==> config.mk <==
export PLATFORM = sky130hd
export DESIGN_NAME = ppe_top
export DESIGN_NICKNAME = d
export VERILOG_FILES = /design/src/ppe_pkg.sv /design/src/ppe_top.sv
export SDC_FILE = /design/constraint.sdc
export NUM_CORES = 1
export LEC_CHECK = 0
export ABC_AREA = 1
export BUFFER_PORTS_ARGS = -buffer_cell sky130_fd_sc_hd__buf_4
export CAP_MARGIN = 10
export CORE_ASPECT_RATIO = 0.5
export CORE_MARGIN = 5
export CORE_UTILIZATION = 47
export DETAILED_ROUTE_END_ITERATION = 10
export HOLD_SLACK_MARGIN = 0.06
export PLACE_DENSITY = 0.81
export SYNTH_ARGS = -nofsm -noshare
export SYNTH_HDL_FRONTEND = slang
export SYNTH_SLANG_ARGS = --single-unit
==> constraint.sdc <==
create_clock -name i_sys_clk -period 3.53 [get_ports i_sys_clk]
set_input_delay 0.8825 -clock i_sys_clk [delete_from_list [all_inputs] [get_ports i_sys_clk]]
set_output_delay 0.8825 -clock i_sys_clk [all_outputs]
set_load 0.03 [all_outputs]
==> src/ppe_pkg.sv <==
// Package for the PCI parity error and interrupt block.
// Assumes an APB master on the system clock; no other users.
package ppe_pkg;

    // Register byte addresses
    localparam logic [7:0] PPE_CMD_ADDR = 8'h00;
    localparam logic [7:0] PPE_STAT_ADDR = 8'h04;
    localparam logic [7:0] PPE_ICSR_ADDR = 8'h08;
    localparam logic [7:0] PPE_IEN_ADDR = 8'h0c;
    localparam logic [7:0] PPE_ICLR_ADDR = 8'h10;
    localparam logic [7:0] PPE_CTRL_ADDR = 8'h14;

    // Command register fields
    localparam int PPE_CMD_PERR_EN = 6;
    localparam int PPE_CMD_SERR_EN = 8;

    // Status register fields
    localparam int PPE_ST_DPR = 8;
    localparam int PPE_ST_SSE = 14;
    localparam int PPE_ST_DPE = 15;

    // Interrupt status and control fields
    localparam int PPE_IRQ_SERR = 0;
    localparam int PPE_IRQ_PERR = 1;
    localparam int PPE_IRQ_SW = 2;
    localparam int PPE_IRQ_W = 3;

    // Control register fields
    localparam int PPE_CTRL_SWINT = 0;

    // Command register reset value and an error data word
    localparam logic [15:0] PPE_CMD_RST = 16'h0000;
    localparam logic [31:0] PPE_ERR_DATA = 32'hdeadbeef;

    // PCI sampled bus group, raw pin levels (active-low kept as pins)
    typedef struct packed {
        logic [31:0] ad;
        logic [3:0] cbe_n;
        logic frame_n;
        logic irdy_n;
        logic trdy_n;
    } ppe_bus_t;

    // Special cycle command code
    localparam logic [3:0] PPE_CMD_SPECIAL = 4'h1;

endpackage

==> src/ppe_top.sv <==
// PCI parity checking, error reporting and interrupt line driving.
// Assumes all PCI inputs are synchronous to i_sys_clk and an APB master.
// How it works
// The interrupt line is open drain and stays low until software clears its source or its enable bit.
// The parity bit is compared against the bus group seen one clock earlier.
// Parity is good when the ones over data, command and parity bit are even.
// Address errors go to the system error line, data errors to the parity error line, special cycles excepted.
// The system error line is driven only when its command enable bit is set.
// Address parity uses the group at the first frame clock, and errors drive one clock after parity.
// Each address parity error pulls the system error line low for one clock.
// Signalling a system error sets a sticky status bit until cleared or reset.
// The parity error line is driven only while this device receives data.
// The parity error line is asserted only when its command enable bit is set.
// Every data parity error outside special cycles while this device receives sets the detected parity status bit regardless of enable.
// As master, a data parity error sets the reported bit only when enabled.
// The parity error line asserts two clocks after the failing transfer.
// The parity error line asserts for one clock per error.
// Data parity is checked only on clocks where both ready signals are active.
// Sticky status bits clear when software writes a one to them.
`timescale 1ns/1ps

module ppe_top (
    // Clock and reset
    input wire logic i_sys_clk,
    input wire logic i_reset,
    // APB slave
    input wire logic i_psel,
    input wire logic i_penable,
    input wire logic i_pwrite,
    input wire logic [7:0] i_paddr,
    input wire logic [31:0] i_pwdata,
    output logic o_pready,
    output logic [31:0] o_prdata,
    output logic o_pslverr,
    // PCI bus sampled levels
    input wire ppe_pkg::ppe_bus_t i_bus,
    input wire logic i_par,
    input wire logic i_is_target_wr,
    input wire logic i_is_master_rd,
    // PCI lines, open drain except the tri-state parity error line: output level and enable
    output logic o_serr_n,
    output logic o_serr_oe,
    output logic o_perr_n,
    output logic o_perr_oe,
    output logic o_inta_n,
    output logic o_inta_oe,
    // Level interrupt to the local system
    output logic o_irq
);

    logic [15:0] cmd_q;
    logic [15:0] stat_q;
    logic [ppe_pkg::PPE_IRQ_W-1:0] icsr_q;
    logic [ppe_pkg::PPE_IRQ_W-1:0] ien_q;
    logic swint_q;
    logic frame_prev_q;
    ppe_pkg::ppe_bus_t bus_q;
    logic addr_ph_q;
    logic data_ph_q;
    logic recv_q;
    logic master_q;
    logic special_q;
    logic addr_err;
    logic data_err;
    logic odd_par;
    logic wr_acc;
    logic [31:0] wmask;

    // APB access decode, zero wait states
    assign wr_acc = i_psel && i_penable && i_pwrite;
    assign wmask = i_pwdata;

    // even parity over group plus bit
    // delayed parity against stored group
    assign odd_par = ^{bus_q.ad, bus_q.cbe_n, i_par};
    // address error one clock after frame start
    assign addr_err = addr_ph_q && odd_par;
    // data check only on completed transfers
    assign data_err = data_ph_q && odd_par && !special_q;

    // Pipeline stage that captures the group for the next clock's parity
    always_ff @(posedge i_sys_clk or posedge i_reset) begin
        if (i_reset) begin
            bus_q <= '0;
            frame_prev_q <= 1'b0;
            addr_ph_q <= 1'b0;
            data_ph_q <= 1'b0;
            recv_q <= 1'b0;
            master_q <= 1'b0;
        end else begin
            bus_q <= i_bus;
            frame_prev_q <= !i_bus.frame_n;
            // first clock of frame is address phase
            addr_ph_q <= !i_bus.frame_n && !frame_prev_q;
            // both ready signals active
            data_ph_q <= !i_bus.irdy_n && !i_bus.trdy_n;
            recv_q <= i_is_target_wr || i_is_master_rd;
            master_q <= i_is_master_rd;
        end
    end

    // Latch the command of each address phase to spot special cycles
    always_ff @(posedge i_sys_clk or posedge i_reset) begin
        if (i_reset) begin
            special_q <= 1'b0;
        end else if (addr_ph_q) begin
            // special cycles not reported on parity line
            special_q <= (~bus_q.cbe_n == ppe_pkg::PPE_CMD_SPECIAL);
        end
    end

    // System error line, one-clock low pulse
    always_ff @(posedge i_sys_clk or posedge i_reset) begin
        if (i_reset) begin
            o_serr_n <= 1'b1;
            o_serr_oe <= 1'b0;
        end else begin
            // gated by enable; R07 one clock only; R04 address errors
            o_serr_n <= !(addr_err && cmd_q[ppe_pkg::PPE_CMD_SERR_EN]);
            o_serr_oe <= addr_err && cmd_q[ppe_pkg::PPE_CMD_SERR_EN];
        end
    end

    // Parity error line, driven while receiving, low one clock per error
    always_ff @(posedge i_sys_clk or posedge i_reset) begin
        if (i_reset) begin
            o_perr_n <= 1'b1;
            o_perr_oe <= 1'b0;
        end else begin
            // out of tri-state only while receiving
            o_perr_oe <= recv_q;
            // enable gate; R13 two clocks after; R14 one clock
            o_perr_n <= !(data_err && recv_q &&
                cmd_q[ppe_pkg::PPE_CMD_PERR_EN]);
        end
    end

    // Command register
    always_ff @(posedge i_sys_clk or posedge i_reset) begin
        if (i_reset) begin
            cmd_q <= ppe_pkg::PPE_CMD_RST;
        end else if (wr_acc && i_paddr == ppe_pkg::PPE_CMD_ADDR) begin
            cmd_q <= i_pwdata[15:0];
        end
    end

    // Status register: hardware set wins over write-one clear
    always_ff @(posedge i_sys_clk or posedge i_reset) begin
        if (i_reset) begin
            stat_q <= '0;
        end else begin
            // write one to clear
            if (wr_acc && i_paddr == ppe_pkg::PPE_STAT_ADDR) begin
                stat_q <= stat_q & ~wmask[15:0];
            end
            // system error sticky
            if (addr_err && cmd_q[ppe_pkg::PPE_CMD_SERR_EN]) begin
                stat_q[ppe_pkg::PPE_ST_SSE] <= 1'b1;
            end
            // detected parity regardless of enable
            if (data_err && recv_q) begin
                stat_q[ppe_pkg::PPE_ST_DPE] <= 1'b1;
            end
            // master reported only when enabled
            if (data_err && master_q && cmd_q[ppe_pkg::PPE_CMD_PERR_EN]) begin
                stat_q[ppe_pkg::PPE_ST_DPR] <= 1'b1;
            end
        end
    end

    // Interrupt status, enable and software source
    always_ff @(posedge i_sys_clk or posedge i_reset) begin
        if (i_reset) begin
            icsr_q <= '0;
            ien_q <= '0;
            swint_q <= 1'b0;
        end else begin
            if (wr_acc && i_paddr == ppe_pkg::PPE_IEN_ADDR) begin
                ien_q <= i_pwdata[ppe_pkg::PPE_IRQ_W-1:0];
            end
            if (wr_acc && i_paddr == ppe_pkg::PPE_CTRL_ADDR) begin
                swint_q <= i_pwdata[ppe_pkg::PPE_CTRL_SWINT];
            end
            // clear register, set wins below
            if (wr_acc && i_paddr == ppe_pkg::PPE_ICLR_ADDR) begin
                icsr_q <= icsr_q & ~i_pwdata[ppe_pkg::PPE_IRQ_W-1:0];
            end
            if (addr_err && cmd_q[ppe_pkg::PPE_CMD_SERR_EN]) begin
                icsr_q[ppe_pkg::PPE_IRQ_SERR] <= 1'b1;
            end
            if (data_err && recv_q) begin
                icsr_q[ppe_pkg::PPE_IRQ_PERR] <= 1'b1;
            end
            if (swint_q) begin
                icsr_q[ppe_pkg::PPE_IRQ_SW] <= 1'b1;
            end
        end
    end

    // Interrupt outputs, held until the source bit or its enable bit is cleared
    always_ff @(posedge i_sys_clk or posedge i_reset) begin
        if (i_reset) begin
            o_inta_n <= 1'b1;
            o_inta_oe <= 1'b0;
            o_irq <= 1'b0;
        end else begin
            // open drain, held until cleared
            o_inta_oe <= |(icsr_q & ien_q);
            o_inta_n <= !(|(icsr_q & ien_q));
            o_irq <= |(icsr_q & ien_q);
        end
    end

    // APB answer: ready in the access cycle, read data registered
    always_ff @(posedge i_sys_clk or posedge i_reset) begin
        if (i_reset) begin
            o_pready <= 1'b0;
            o_prdata <= '0;
            o_pslverr <= 1'b0;
        end else begin
            o_pready <= i_psel && !i_penable;
            o_pslverr <= 1'b0;
            o_prdata <= '0;
            if (i_psel && !i_penable) begin
                unique case (i_paddr)
                    ppe_pkg::PPE_CMD_ADDR: o_prdata <= {16'h0000, cmd_q};
                    ppe_pkg::PPE_STAT_ADDR: o_prdata <= {16'h0000, stat_q};
                    ppe_pkg::PPE_ICSR_ADDR:
                        o_prdata <= {29'h0, icsr_q};
                    ppe_pkg::PPE_IEN_ADDR: o_prdata <= {29'h0, ien_q};
                    ppe_pkg::PPE_ICLR_ADDR: o_prdata <= 32'h0;
                    ppe_pkg::PPE_CTRL_ADDR: o_prdata <= {31'h0, swint_q};
                    default: o_pslverr <= 1'b1;
                endcase
            end
        end
    end

endmodule // ppe_top

==> summary.txt <==
Synth
  • Number of flops mapped to enable cells by yosys: 0
  • Count of distinct cell types in the synthesized netlist: 33
  • Most frequently used cell type in the post-synthesis netlist: sky130_fd_sc_hd__nand2_1
  • Post-synthesis register bit count: 105
  • Per-instance average area after synthesis: 9.86 µm²
  • Ys Warns: 0
  • Yosys top cell area share: 0.573
  • Fraction of synthesis flops using an asynchronous set or reset pin: 1.00
  • Primary flip-flop cell chosen by synthesis mapping: sky130_fd_sc_hd__dfrtp_1
  • Share of the yosys chip area belonging to registers: 0.590
  • Most used standard cells in the synthesized netlist: sky130_fd_sc_hd__nand2_1, sky130_fd_sc_hd__dfrtp_1, sky130_fd_sc_hd__inv_1, sky130_fd_sc_hd__o21ai_0, sky130_fd_sc_hd__buf_4
  • Most area-consuming cells after synthesis: sky130_fd_sc_hd__dfrtp_1, sky130_fd_sc_hd__nand2_1, sky130_fd_sc_hd__inv_1, sky130_fd_sc_hd__buf_4, sky130_fd_sc_hd__mux2_4
  • Area of the mapped netlist: 4460 µm²
  • Syn Inst Count: 452
  • Biggest area consumer among synthesized cells: sky130_fd_sc_hd__dfrtp_1

Placement
  • Routability Congestion: 0.807
  • Count of input and output buffers: 95
  • DPL Wire Length: 6.67 mm
  • Dpl cell area: 5250 µm²

Power
  • Highest ir drop seen on vdd: 243 µV
  • Pleak: 2.90 nW
  • Combinational Power Share: 0.111
  • Sw Share: 0.250
  • Power Internal: 1.83 mW
  • Power density over cell area: 443 nW/µm²
  • Net Switching: 611 µW
  • Fraction of power consumed by sequential logic: 0.517
  • Share of power burned in the clock network: 0.372

Floorplan
  • I/O pin count: 128
  • DIE AREA: 11,600 µm²
  • Overall die width: 148 µm
  • Starting density of the core: 0.477
  • Standard-cell rows: 25
  • Standard cell core area: 9350 µm²
  • Chip height: 78.9 µm

Clock network
  • Clock tree from TritonCTS: yes
  • Clock input transition at the sequential cells of the worst setup and hold paths: 0.07 ns
  • Resized cells post-CTS: 0
  • Hold bufs inserted after CTS: 0
  • Setup bufs post-CTS: 0
  • CTS sink cnt: 105
  • Clk root buf: sky130_fd_sc_hd__clkbuf_16
  • Worst skew pair latency: 0.34 ns
  • Max H-tree Level: 3
  • Number of clock buffers inserted by TritonCTS: 9
  • Maximum clock path buffer count: 2

Global route
  • Total routing usage reported by global routing: 0.163
  • Largest net degree at the start of global routing: 106
  • Global route total overflow: 0
  • Number of global-route vias before repair: 3,137
  • First-pass GRT wire length: 14.8 mm
  • Number of antenna violations at the first check in global routing: 0

Critical path
  • Type of destination of the critical path: flop
  • Critical path class: input port to flop
  • Element type at the critical path start: input port
  • R2R Setup Slk: 1.74 ns
  • Terminus of the critical flop-to-flop path: icsr_q[0]$_DFFE_PP0P_
  • Number of cells on the worst reg-to-reg path: 15
  • Startpoint of the worst register-to-register path: bus_q[36]$_DFF_PP0_
  • Data required time at the worst endpoint: 3.76 ns
  • Arrival time at the worst endpoint: 2.58 ns
  • Highest fanout seen on the critical path: 7

Final layout
  • Layout cells sized above 1: 0.246
  • Signed area change from the synthesized netlist to the final layout: 23.8%
  • Number of fillers in the final layout: 717
  • Final net count: 639
  • Final standard cell area without fillers: 5520 µm²
  • Post-Route Utilization: 0.590
  • Final antenna diode count: 0

Hold path
  • Number of stages on the worst hold path: 1
  • Worst hold path endpoint: addr_ph_q$_DFF_PP0_
  • Min-delay worst type: flop to flop
  • Worst min-delay path startpoint: frame_prev_q$_DFF_PP0_

Timing
  • Unrepaired setup endpoints after global routing: no
  • Worst slew slack as a fraction of its limit: 0.590
  • Final hold viol count: 0
  • Portion of the clock cycle consumed by the worst path in the final layout: 0.666
  • Slew at the pin with the worst max-slew slack: 0.613 ns
  • Final TNS setup: 0 ns
  • Crit path time final: 2.35 ns
  • Setup violations, final: 0
  • Peak clock frequency supported by timing: 425 MHz
  • Worst-case clock skew: 0.00671 ns
  • Final-report max-slew violation count: 0

Routing
  • Post-DR vias/cell: 4.73
  • Wire length per cell: 13.5 µm
  • Vias after detailed routing: 3,203
  • Remaining DRCs: 0
  • First-pass iteration count of the detailed router: 4
  • Starting DRT DRC Count: 206
  • Total Wirelength: 9.11 mm
  • Count of nets left with antenna violations after detail routing: 0

Flow run
  • Max-capacitance violation count: 0

Outcome
  • Result of the run: finished clean
-- registers in the layout, summed over array words and instances, names as in the netlist, 3 cells and up --
| signal | flops |
|---|---|
| stat_q | 16 |
| cmd_q | 16 |
| ien_q | 3 |
| icsr_q | 3 |
| bus_q | 36 |
| o_prdata | 16 |
-- power by group through the flow --
stage                     clock network (mW)  logic [mW]  registers, mW
after floorplan                            0       0.180           1.29
after global placement                     0       0.264           1.28
after detailed placement                   0       0.273           1.29
after CTS                              0.935       0.275           1.26
after global routing                   0.992       0.308           1.27
final                                  0.910       0.271           1.26
-- through the flow --
stage,power (mW),hold slack [ns],instances,worst slack (ns)
2_1_floorplan,1.47,0.373,467,1.39
3_3_place_gp,1.55,0.380,662,1.00
3_5_place_dp,1.56,0.398,662,0.889
4_1_cts,2.47,0.414,677,1.25
5_1_grt,2.57,0.426,677,1.09
6_report,2.44,0.407,677,1.18
-- critical path: stages --
cell and delay (ns):
sky130_fd_sc_hd__buf_4 0.11, sky130_fd_sc_hd__nor2_1 0.15, sky130_fd_sc_hd__nand3_2 0.20, sky130_fd_sc_hd__inv_1 0.18
sky130_fd_sc_hd__nand2_1 0.10, sky130_fd_sc_hd__nor2_1 0.49, sky130_fd_sc_hd__inv_1 0.16, sky130_fd_sc_hd__o21ai_0 0.22
sky130_fd_sc_hd__nand2_1 0.08
-- per-layer routing --
metal / track usage / share of wire
met2: 0.304 / 0.54
met5: 0 / 0
met1: 0.182 / 0.39
met3: 0.0473 / 0.054
met4: 0.0483 / 0.011
-- logic make-up after synthesis --
group / share of synthesized area
DFF: 0.590
AOI/OAI and AO/OA: 0.0646
other: 0.000841
muxes: 0.0320
and+or+nand+nor: 0.192
buffers and inverters: 0.0710
xor gates and xnor gates: 0.0491
-- cells in the final DEF (no fill, tap or decap), types with 2 or more instances in the layout --
cell type / synthesis / layout
sky130_fd_sc_hd__a21boi_0: 12 / 12
sky130_fd_sc_hd__a21oi_1: 14 / 14
sky130_fd_sc_hd__a41oi_1: 2 / 2
sky130_fd_sc_hd__buf_4: 17 / 96
sky130_fd_sc_hd__clkbuf_16: 0 / 9
sky130_fd_sc_hd__clkinvlp_4: 0 / 2
sky130_fd_sc_hd__conb_1: 1 / 16
sky130_fd_sc_hd__dfrtp_1: 102 / 102
sky130_fd_sc_hd__dfstp_2: 3 / 3
sky130_fd_sc_hd__inv_1: 39 / 38
sky130_fd_sc_hd__inv_2: 2 / 2
sky130_fd_sc_hd__mux2_2: 2 / 2
sky130_fd_sc_hd__mux2_4: 8 / 8
sky130_fd_sc_hd__nand2_1: 157 / 157
sky130_fd_sc_hd__nand2_4: 2 / 2
sky130_fd_sc_hd__nand3_1: 13 / 13
sky130_fd_sc_hd__nand4_1: 6 / 6
sky130_fd_sc_hd__nor2_1: 11 / 11
sky130_fd_sc_hd__nor2_8: 2 / 2
sky130_fd_sc_hd__o21ai_0: 18 / 18
sky130_fd_sc_hd__xnor2_1: 13 / 13
sky130_fd_sc_hd__xor2_1: 12 / 12
-- final cells by class --
class                   instances  area, µm²  area share
flip-flops and latches        105       2630       0.477
well taps                     121        151      0.0274
repair buffers                 97        741       0.134
inverters                      41        158      0.0286
clock inverters                 5       41.3     0.00748
multi-input cells             298       1570       0.284
clock buffers                  10        229      0.0415
-- worst max-delay path by stage --
| stage | depth (start not counted) | to | from |
|---|---|---|---|
| finish | 9 | stat_q[15]$_DFFE_PP0P_ | i_paddr[4] |
| global route | 9 | stat_q[8]$_DFFE_PP0P_ | i_paddr[4] |
| CTS | 9 | stat_q[15]$_DFFE_PP0P_ | i_paddr[4] |
| detailed placement | 9 | stat_q[15]$_DFFE_PP0P_ | i_paddr[4] |
| global placement | 8 | stat_q[14]$_DFFE_PP0P_ | i_paddr[1] |
| floorplan | 1 | addr_ph_q$_DFF_PP0_ | i_reset |
Power figures use the tool's default switching activity.
